==> src/hdl/rtc_ctrl_pkg.sv <==
// Package for the clock control register logic.
// Assumes a single processor clock and an 8-bit register pair interface.
package rtc_ctrl_pkg;
    // Indirect address register fields
    localparam int ADR_BUSY_BIT     = 7;
    localparam int ADR_AUTORD_BIT   = 6;
    localparam int ADR_SHORT_BIT    = 4;
    localparam int ADR_FIELD_MSB    = 3;
    localparam logic [7:0] ADR_WMASK = 8'h5f;
    localparam logic [7:0] ADR_RESET = 8'h00;
    localparam logic [7:0] DAT_RESET = 8'h00;
    // Internal address of the control register
    localparam logic [3:0] CTRL_IADDR = 4'h4;
    // Control register fields
    localparam int CTL_OSC_EN_BIT   = 7;
    localparam int CTL_DET_EN_BIT   = 6;
    localparam int CTL_FAIL_BIT     = 5;
    localparam int CTL_RUN_BIT      = 4;
    localparam int CTL_AEN_BIT      = 3;
    localparam int CTL_ALARM_BIT    = 2;
    localparam int CTL_SET_BIT      = 1;
    localparam int CTL_CAP_BIT      = 0;
    localparam logic CTL_BIT_RESET  = 1'b0;
    // Synchroniser depth for slow-domain signals
    localparam int SYNC_STAGES      = 2;
endpackage

==> src/hdl/rtc_control_register_logic.sv <==
// Control and status register of the low-power clock, reached indirectly.
// Assumes slow-domain inputs arrive as levels and are resynchronised here.
//
// Function
// - Oscillator and bias enables follow the oscillator enable bit.
// - The missing-oscillator detector runs only while enabled.
// - A detector timeout sets the fail flag; software clears it.
// - The timer runs while the run bit is 1 and holds otherwise.
// - Alarm compare works only when enabled; a write clears the flag.
// - Reading the alarm bit returns the alarm event flag itself.
// - Writing the alarm bit sets auto reset, not the flag.
// - Writing 1 to the set bit starts a set, cleared when done.
// - Writing 1 to the capture bit starts a capture, cleared when done.
// - The alarm flag stays high for at most one oscillator cycle.
// - The control register lives only at internal address 0x04.
// - After reset all control bits are 0 but the fail flag varies.
// - The four-bit address field selects the register transferred.
// - Writing 1 to busy fetches the selected register as data.
`timescale 1ns/100ps
module rtc_control_register_logic
    import rtc_ctrl_pkg::*;
(
    input  wire logic       core_clk,
    input  wire logic       rst_n,
    input  wire logic       addr_wr_en,
    input  wire logic       data_wr_en,
    input  wire logic       data_rd_en,
    input  wire logic [7:0] wdata,
    output logic      [7:0] addr_rdata,
    output logic      [7:0] data_rdata,
    input  wire logic       osc_clk_in,
    input  wire logic       osc_timeout,
    input  wire logic       alarm_match,
    input  wire logic       fail_at_reset,
    output logic            osc_enable,
    output logic            osc_bias_en,
    output logic            missing_osc_detect_en,
    output logic            timer_run,
    output logic            alarm_enable,
    output logic            alarm_autoreset_en,
    output logic            timer_set_strobe,
    output logic            timer_capture_strobe,
    output logic            timer_autoreset_strobe
);
    // Slow-domain synchronisers: lane 0 oscillator, 1 timeout, 2 match
    logic [2:0] slow_in;
    logic [2:0] slow_rise;
    logic       osc_rise, tmo_rise, match_rise;

    assign slow_in = {alarm_match, osc_timeout, osc_clk_in};

    for (genvar i = 0; i < 3; i++)
    begin : g_sync
        logic [SYNC_STAGES-1:0] sync_q, sync_d;
        logic                   last_q, last_d;
        always_comb
        begin
            sync_d = {sync_q[SYNC_STAGES-2:0], slow_in[i]};
            last_d = sync_q[SYNC_STAGES-1];
        end
        always_ff @(posedge core_clk or negedge rst_n)
        begin
            if (!rst_n)
            begin
                sync_q <= '0;
                last_q <= 1'b0;
            end
            else
            begin
                sync_q <= sync_d;
                last_q <= last_d;
            end
        end
        assign slow_rise[i] = sync_q[SYNC_STAGES-1] & ~last_q;
    end

    assign osc_rise   = slow_rise[0];
    assign tmo_rise   = slow_rise[1];
    assign match_rise = slow_rise[2];

    // Register state
    logic [7:0] adr_q,   adr_d;
    logic [7:0] dat_q,   dat_d;
    logic       osc_en_q, osc_en_d;
    logic       det_en_q, det_en_d;
    logic       fail_q,   fail_d;
    logic       run_q,    run_d;
    logic       aen_q,    aen_d;
    logic       auto_q,   auto_d;
    logic       flag_q,   flag_d;
    logic       set_q,    set_d;
    logic       cap_q,    cap_d;
    logic       init_q,   init_d;
    logic       set_stb_q, set_stb_d;
    logic       cap_stb_q, cap_stb_d;
    logic       ar_stb_q,  ar_stb_d;
    logic [7:0] ctrl_image;
    logic       ctrl_sel;
    logic       ctrl_wr;
    logic       alarm_set;
    logic       fail_set;

    assign ctrl_sel = (adr_q[ADR_FIELD_MSB:0] == CTRL_IADDR);
    assign ctrl_wr  = data_wr_en & ctrl_sel;
    assign alarm_set = aen_q & match_rise;
    assign fail_set  = det_en_q & osc_en_q & tmo_rise;

    assign ctrl_image = {osc_en_q, det_en_q, fail_q, run_q,
                         aen_q, flag_q, set_q, cap_q};

    always_comb
    begin
        adr_d     = adr_q;
        dat_d     = dat_q;
        osc_en_d  = osc_en_q;
        det_en_d  = det_en_q;
        fail_d    = fail_q;
        run_d     = run_q;
        aen_d     = aen_q;
        auto_d    = auto_q;
        flag_d    = flag_q;
        set_d     = set_q;
        cap_d     = cap_q;
        init_d    = 1'b1;
        set_stb_d = 1'b0;
        cap_stb_d = 1'b0;
        ar_stb_d  = 1'b0;
        // Fetch completes one cycle after busy goes high
        if (adr_q[ADR_BUSY_BIT])
        begin
            adr_d[ADR_BUSY_BIT] = 1'b0;
            dat_d = ctrl_sel ? ctrl_image : 8'h00;
        end
        if (addr_wr_en)
        begin
            adr_d = wdata & ADR_WMASK;
            adr_d[ADR_BUSY_BIT] = wdata[ADR_BUSY_BIT];
        end
        else if (data_rd_en && adr_q[ADR_AUTORD_BIT])
            adr_d[ADR_BUSY_BIT] = 1'b1;
        if (data_wr_en)
            dat_d = wdata;
        // Oscillator cycle ends any pending alarm flag
        if (osc_rise)
            flag_d = 1'b0;
        if (set_q && osc_rise)
        begin
            set_d     = 1'b0;
            set_stb_d = 1'b1;
        end
        if (cap_q && osc_rise)
        begin
            cap_d     = 1'b0;
            cap_stb_d = 1'b1;
        end
        if (ctrl_wr)
        begin
            osc_en_d = wdata[CTL_OSC_EN_BIT];
            det_en_d = wdata[CTL_DET_EN_BIT];
            run_d    = wdata[CTL_RUN_BIT];
            aen_d    = wdata[CTL_AEN_BIT];
            auto_d   = wdata[CTL_ALARM_BIT];
            flag_d   = 1'b0;
            fail_d   = fail_d & wdata[CTL_FAIL_BIT];
            set_d    = set_d | wdata[CTL_SET_BIT];
            cap_d    = cap_d | wdata[CTL_CAP_BIT];
        end
        // Hardware set wins over any clear
        if (alarm_set)
        begin
            flag_d   = 1'b1;
            ar_stb_d = auto_q;
        end
        if (fail_set)
            fail_d = 1'b1;
        if (!init_q)
            fail_d = fail_at_reset;
    end

    always_ff @(posedge core_clk or negedge rst_n)
    begin
        if (!rst_n)
        begin
            adr_q     <= ADR_RESET;
            dat_q     <= DAT_RESET;
            osc_en_q  <= CTL_BIT_RESET;
            det_en_q  <= CTL_BIT_RESET;
            fail_q    <= CTL_BIT_RESET;
            run_q     <= CTL_BIT_RESET;
            aen_q     <= CTL_BIT_RESET;
            auto_q    <= CTL_BIT_RESET;
            flag_q    <= CTL_BIT_RESET;
            set_q     <= CTL_BIT_RESET;
            cap_q     <= CTL_BIT_RESET;
            init_q    <= 1'b0;
            set_stb_q <= 1'b0;
            cap_stb_q <= 1'b0;
            ar_stb_q  <= 1'b0;
        end
        else
        begin
            adr_q     <= adr_d;
            dat_q     <= dat_d;
            osc_en_q  <= osc_en_d;
            det_en_q  <= det_en_d;
            fail_q    <= fail_d;
            run_q     <= run_d;
            aen_q     <= aen_d;
            auto_q    <= auto_d;
            flag_q    <= flag_d;
            set_q     <= set_d;
            cap_q     <= cap_d;
            init_q    <= init_d;
            set_stb_q <= set_stb_d;
            cap_stb_q <= cap_stb_d;
            ar_stb_q  <= ar_stb_d;
        end
    end

    assign addr_rdata             = adr_q;
    assign data_rdata             = dat_q;
    assign osc_enable             = osc_en_q;
    assign osc_bias_en            = osc_en_q;
    assign missing_osc_detect_en  = det_en_q & osc_en_q;
    assign timer_run              = run_q;
    assign alarm_enable           = aen_q;
    assign alarm_autoreset_en     = auto_q;
    assign timer_set_strobe       = set_stb_q;
    assign timer_capture_strobe   = cap_stb_q;
    assign timer_autoreset_strobe = ar_stb_q;

    // Checks
    logic [1:0] flag_rises_q;
    always_ff @(posedge core_clk or negedge rst_n)
    begin
        if (!rst_n)
            flag_rises_q <= 2'h0;
        else if (!flag_q)
            flag_rises_q <= 2'h0;
        else if (osc_rise && flag_rises_q != 2'h3)
            flag_rises_q <= flag_rises_q + 2'h1;
    end
endmodule // rtc_control_register_logic

==> config.mk <==
export PLATFORM = sky130hd
export DESIGN_NAME = rtc_control_register_logic
export DESIGN_NICKNAME = d
export VERILOG_FILES = /design/src/hdl/rtc_ctrl_pkg.sv /design/src/hdl/rtc_control_register_logic.sv
export SDC_FILE = /design/constraint.sdc
export NUM_CORES = 1
export LEC_CHECK = 0
export BUFFER_PORTS_ARGS = -buffer_cell sky130_fd_sc_hd__buf_2
export CAP_MARGIN = 5
export CORE_ASPECT_RATIO = 0.5
export CORE_MARGIN = 4
export CORE_UTILIZATION = 52
export CTS_BUF_LIST = sky130_fd_sc_hd__clkbuf_4
export DETAILED_ROUTE_END_ITERATION = 7
export GPL_TIMING_DRIVEN = 0
export PLACE_DENSITY = 0.81
export SYNTH_ARGS = -nofsm -noshare
export SYNTH_HDL_FRONTEND = slang
export SYNTH_SLANG_ARGS = --single-unit
==> constraint.sdc <==
create_clock -name core_clk -period 2 [get_ports core_clk]
set_input_delay 0.3 -clock core_clk [delete_from_list [all_inputs] [get_ports core_clk]]
set_output_delay 0.3 -clock core_clk [all_outputs]
set_load 0.02 [all_outputs]
==> results.json, run 1 <==
{
  "vias_per_cell": 5.084,
  "reg2regPathDepth": 3,
  "min_path_type": "in2async",
  "initial_core_util": 0.5839,
  "ys_warn_count": 0,
  "drc_errors": 0,
  "ctsResizeCount": 0,
  "grt_start_max_net_pins": 38,
  "crit_type": "reg2reg",
  "fmax_ghz": 0.5972,
  "synthesis.nets": 115,
  "finalClockSkew_ns": 0.009823,
  "h-tree-depth": 2,
  "cts-root-buf": "clkbuf_4",
  "pre_cts_slack_ns": 0.3461,
  "rsz0062_at_grt": "false",
  "netlist_area_sq_mm": 0.001376,
  "die_h_um": 44.38,
  "dpl.hpwl_um": 1978,
  "relSlewSlack": 0.4817,
  "period_share": 0.8373,
  "grt_use_total": 0.1729,
  "worst_setup_path_start_kind": "flop",
  "clock_latency_ns": 0.33,
  "vdd_drop_max_v": 0.0006211,
  "vias": 910,
  "p_per_area_mw_per_mm2": 967.1,
  "antenna_cells": 0,
  "setup_viol": 0,
  "cp_data_required_time_ns": 2.27,
  "finalWorstSetupSlack_ns": 0.3255,
  "first_pass_iters": 4,
  "leakage_nw": 0.8714,
  "core-area_sq_mm": 0.002357,
  "synth_seq_cells": 37,
  "finalNonFillerCells": 179,
  "grt_pass1_vias": 957,
  "area_growth_syn_to_layout_pct": 20.91,
  "end_kind": "flop",
  "cts_max_path_buffers": 2,
  "synth_cell_types": 20,
  "fin_nets": 161,
  "max-cap-violations": 0,
  "io_buffer_count": 39,
  "tns_ns": 0,
  "regArea_sq_um": 925.9,
  "dieArea_sq_mm": 0.003584,
  "num_rows": 12,
  "dp.cells": 172,
  "fillers": 174,
  "r2r_setup_slack_ns": 0.33,
  "final_cell_mix": "41 x buf_2, 37 x dfrtp_1, 10 x a22o_1, 10 x mux2_2, 8 x a21o_1",
  "r2r_start": "addr_rdata[1]",
  "tightest_slew_ns": 0.7775,
  "r2r_end": "data_rdata[7]",
  "grt_pass1_wl_um": 4512,
  "die_x_um": 80.76,
  "period_needed_ns": 1.675,
  "drt_wl_total_um": 2710,
  "numCtsBuffers": 5,
  "io_pins": 42,
  "postCtsSetupRepairBufs": 0,
  "avgSynthCellArea_sq_um": 14.04,
  "ant_nets": 0,
  "first_iter_violations": 19,
  "overflow": 0,
  "drive_gt1_frac": 0.4236,
  "syn_inst": 98,
  "layout_commonest_cell": "buf_2",
  "final_core_util": 0.7059,
  "multi_input_area_sq_um": 410.4,
  "critPathMaxFanout": 8,
  "hold_buffers": 0,
  "path_clk_slew_ns": 0.10,
  "cts_sinks": 37,
  "hold_violations": 0,
  "ys_seq_area_frac": 0.6727,
  "wl_per_cell_um": 15.14,
  "finalMaxSlewViolations": 0,
  "antenna_found_initial": 0,
  "cts_tree": "built",
  "status": "complete, no violations",
  "arrival_ns": 1.94,
  "place_congestion": 0.7862
}
==> cell usage after synthesis (all sizes together) <==
cell     n  area (sq um)
nand2b   2         12.51
nand2    3         11.26
nor4b    1         8.760
clkbuf   1         3.750
a21o     8         60.06
nand3b   2         15.01
o21ai    4         20.02
mux2    10         112.6
conb     2         7.510
a22o    10         87.58
and2     2         12.51
buf      4         25.02
a31oi    1         6.260
or4b     1         13.76
nor2     5         18.77
nand3    1         5.000
dfrtp   37         925.9
inv      3         11.26
nor3b    1         18.77
==> routing by layer <==
| layer | vias up | routed length [um] | GRT usage |
|---|---|---|---|
| met1 | 442 | 1158 | 0.2013 |
| met2 | 29 | 1345 | 0.3010 |
| li1 | 432 | - | - |
| met3 | 7 | 157 | 0.05691 |
| met4 | 0 | 48 | 0.07071 |
| met5 | - | 0 | 0 |
==> critical path, cell delays in order, from the launching register on <==
cell     delay [ns]
dfrtp_1        0.43
or4b_4         0.57
nor3b_4        0.43
a21o_1         0.18
==> stage by stage <==
| stage | hold slack [ns] | cell area (sq um) | total power, mW |
|---|---|---|---|
| after CTS | 0.06035 | 1664 | 1.625 |
| final | 0.04309 | 1664 | 1.609 |
| after detailed placement | 0.3371 | 1615 | 1.269 |
| after floorplan | 0.004409 | 1376 | 1.126 |
| after global placement | 0.3328 | 1615 | 1.255 |
| after global routing | 0.05277 | 1664 | 1.700 |
==> worst max-delay path by stage <==
| stage | start | endpoint | slack [ns] | depth (start not counted) |
|---|---|---|---|---|
| floorplan | addr_rdata[1] | alarm_enable | 0.42 | 4 |
| global placement | addr_rdata[1] | timer_run | 0.37 | 4 |
| detailed placement | addr_rdata[1] | data_rdata[1] | 0.35 | 3 |
| CTS | addr_rdata[1] | data_rdata[7] | 0.31 | 3 |
| global route | addr_rdata[1] | det_en_q | 0.16 | 4 |
| finish | addr_rdata[1] | data_rdata[7] | 0.33 | 3 |
==> area by class of cell <==
class	instances	area share
clock buffers	6	0.02707
flip-flops and latches	37	0.5564
repair buffers	39	0.1173
multi-input cells	53	0.2466
plain buffers	5	0.01729
inverters	3	0.006767
well taps	35	0.02632
clock inverters	1	0.002256
==> flip-flops by register name, indices dropped and copies added (netlist names) <==
register,count
alarm_autoreset_en,1
fail_q,1
data_rdata,8
addr_rdata,7
det_en_q,1
alarm_enable,1
timer_run,1
set_q,1
osc_bias_en,1
init_q,1
flag_q,1
g_sync.sync_q,6
timer_capture_strobe,1
timer_autoreset_strobe,1
cap_q,1
timer_set_strobe,1
g_sync.last_q,3
==> power by group <==
| group | internal (mW) | switching [mW] | total [mW] | leakage, nW |
|---|---|---|---|---|
| combinational | 0.147 | 0.205 | 0.351 | 0.389 |
| sequential | 0.838 | 0.0610 | 0.899 | 0.453 |
| clock | 0.141 | 0.218 | 0.359 | 0.0292 |
==> cell families (layout without fill, tap and decap cells) <==
logic type / count (synthesis) / in the layout / share of synthesized area
AO/OA/AOI/OAI: 23 / 23 / 0.1264
buffers and inverters: 8 / 54 / 0.02908
flip-flops: 37 / 37 / 0.6727
multiplexers: 10 / 10 / 0.08182
other: 2 / 2 / 0.005457
AND/OR/NAND/NOR: 18 / 18 / 0.08454
Power figures use the tool's default switching activity.
==> run 2: changes to the inputs <==
--- a/config.mk
+++ b/config.mk
@@ -9,11 +9,11 @@
 export CAP_MARGIN = 5
 export CORE_ASPECT_RATIO = 0.5
 export CORE_MARGIN = 4
-export CORE_UTILIZATION = 52
+export CORE_UTILIZATION = 47
 export CTS_BUF_LIST = sky130_fd_sc_hd__clkbuf_4
 export DETAILED_ROUTE_END_ITERATION = 7
 export GPL_TIMING_DRIVEN = 0
-export PLACE_DENSITY = 0.81
+export PLACE_DENSITY = 0.77
 export SYNTH_ARGS = -nofsm -noshare
 export SYNTH_HDL_FRONTEND = slang
 export SYNTH_SLANG_ARGS = --single-unit
==> constraint.sdc (replaced) <==
create_clock -name core_clk -period 1.35 [get_ports core_clk]
set_input_delay 0.2025 -clock core_clk [delete_from_list [all_inputs] [get_ports core_clk]]
set_output_delay 0.2025 -clock core_clk [all_outputs]
set_load 0.02 [all_outputs]
==> run 2 against run 1 <==
The flow now finishes with violations (setup timing). Non-clock buffer count grew 13. Routed wire length grew 13%. Clock-buffer cell count shrank 1. Sequential power grew 49%. Clock skew shrank 0.0044 ns. Setup slack lost 0.55 ns. First-iteration DRC count grew 42%. Die area grew 9.1%. Power grew 81%.
==> results.json, run 2 (synthesis gave the netlist of run 1 again) <==
{
  "r2r_start": "addr_rdata[0]",
  "crit_chain": "or4b_4, nor3b_4, buf_6, a21o_1",
  "grt_pass1_vias": 1008,
  "cts_max_path_buffers": 2,
  "finalNonFillerCells": 195,
  "drt_wl_total_um": 3051,
  "cts_sinks": 37,
  "power_switching_mw": 0.7997,
  "grt_start_max_net_pins": 38,
  "power.total_mw": 2.907,
  "first_pass_iters": 4,
  "layout_commonest_cell": "buf_2",
  "end_kind": "flop",
  "status": "finished with violations",
  "clock_latency_ns": 0.34,
  "crit_slowest_cell": "or4b_4",
  "first_iter_violations": 27,
  "min_path_type": "in2reg",
  "finalClockSkew_ns": 0.005382,
  "internal-power_mw": 2.108,
  "worst_setup_path_start_kind": "flop",
  "grt_pass1_wl_um": 4988,
  "cp_data_required_time_ns": 1.64,
  "numCtsBuffers": 5,
  "drive_gt1_frac": 0.4937,
  "p_seq_frac": 0.460,
  "ant_nets": 0,
  "period_needed_ns": 1.575,
  "antenna_cells": 0,
  "period_share": 1.167,
  "max-cap-violations": 0,
  "cts_tree": "built",
  "wl_per_cell_um": 15.65,
  "vias": 980,
  "rsz0062_at_grt": "true",
  "wirelength_met1_um": 1389,
  "io_buffer_count": 39,
  "area_growth_syn_to_layout_pct": 37.27,
  "core-area_sq_mm": 0.002700,
  "setup_viol": 15,
  "final_cell_mix": "40 x buf_2, 35 x dfrtp_1, 10 x a22o_1, 8 x a21o_1, 8 x buf_4",
  "arrival_ns": 1.87,
  "initial_core_util": 0.5097,
  "cts-root-buf": "clkbuf_4",
  "dpl.hpwl_um": 1968,
  "fin_nets": 174,
  "fillers": 211,
  "crit_type": "reg2reg",
  "finalWorstSetupSlack_ns": -0.2248,
  "p_clk_frac": 0.327,
  "grt_use_total": 0.1770,
  "num_rows": 13,
  "final_core_util": 0.6997,
  "violations": "setup timing",
  "place_congestion": 0.7549,
  "die_h_um": 46.27,
  "tightest_slew_ns": 0.8079,
  "critPathMaxStageDelay_ns": 0.57,
  "path_clk_slew_ns": 0.11,
  "relSlewSlack": 0.4614,
  "vias_per_cell": 5.026,
  "wl_met2_um": 1391,
  "die_x_um": 84.53,
  "hold_violations": 0,
  "whs_ns": 0.09134,
  "multi_input_area_sq_um": 451.7,
  "switching_share": 0.2751,
  "met3WireLength_um": 218,
  "comb_power_share": 0.213,
  "largest_register_ffs": 8,
  "leakage_nw": 0.9835,
  "critPathMaxFanout": 5,
  "antenna_found_initial": 0,
  "highest_layer": "met4",
  "dp.cells": 174,
  "vdd_drop_max_v": 0.0009081,
  "dieArea_sq_mm": 0.003911,
  "h-tree-depth": 2,
  "finalMaxSlewViolations": 0,
  "fmax_ghz": 0.6350,
  "regArea_sq_um": 928.4,
  "worstSetupStartpoint": "addr_rdata[0]",
  "hold_start": "wdata[7]",
  "io_pins": 42,
  "p_per_area_mw_per_mm2": 1539,
  "drc_errors": 0,
  "overflow": 0
}
==> run 2: cell types whose count changed in the layout (fill, tap and decap cells not counted), moves of 2 or more <==
cell	change
dfrtp_1	-2
dlygate4sd3_1	+4
o21ai_0	-3
mux2_4	+4
dfrtp_2	+2
buf_6	+4
bufinv_16	+2
mux2_2	-4
o21ai_2	+3
buf_4	+6
==> run 2: critical path, delay by kind of cell (launching register included) <==
family,cells,cell delay [ns]
AO/OA/AOI/OAI,1,0.11
buffers and inverters,1,0.15
flip-flops,1,0.45
AND/OR/NAND/NOR,2,0.81
==> run 2: metrics by stage <==
step	setup slack, ns	TNS, ns	instance area (sq um)
floorplan	-0.1585	-1.713	1399
global placement	-0.2739	-2.742	1640
detailed placement	-0.2557	-2.710	1640
CTS	-0.1964	-2.379	1874
global route	-0.2632	-3.161	1889
finish	-0.2248	-2.323	1889
==> run 2: final timing paths <==
path / end / slack (ns) / cells after the start
setup reg to reg: data_rdata[6] / -0.22 / 4
hold / removal: addr_rdata[7] / 0.09 / 3
max in group asynchronous: addr_rdata[1] / 0.30 / 2
hold reg to reg: g_sync[2].sync_q[1] / 0.36 / 0
min in group asynchronous: g_sync[2].sync_q[0] / 0.49 / 2
setup / recovery: data_rdata[6] / -0.22 / 4
==> run 2: per-layer routing <==
layer,up-vias,track usage
met5,-,0
li1,457,-
met1,482,0.2197
met2,34,0.2877
met3,7,0.06429
met4,0,0.07571
==> run 2: power groups by stage <==
stage,Combinational [mW],Clock (mW),Sequential (mW)
6_report,0.619,0.952,1.34
2_1_floorplan,0.225,0,1.46
4_1_cts,0.593,0.958,1.34
3_5_place_dp,0.540,0,1.36
3_3_place_gp,0.530,0,1.35
5_1_grt,0.666,1.01,1.36
==> run 2: repair_timing <==
action	CTS	global route
resized for setup	10	3
buffers inserted	8	2
hold buffers	4	0
pin swaps	5	6
endpoints found under the setup margin	13	18
endpoints found under the hold margin	40	0
==> run 2: layout make-up <==
type,count,area share
buffer,5,0.01854
clock buffer,5,0.01987
clock inverter,3,0.03444
inverter,3,0.005960
multi-input combinational,53,0.2391
sequential,37,0.4914
tap,37,0.02450
timing repair buffer,52,0.1662
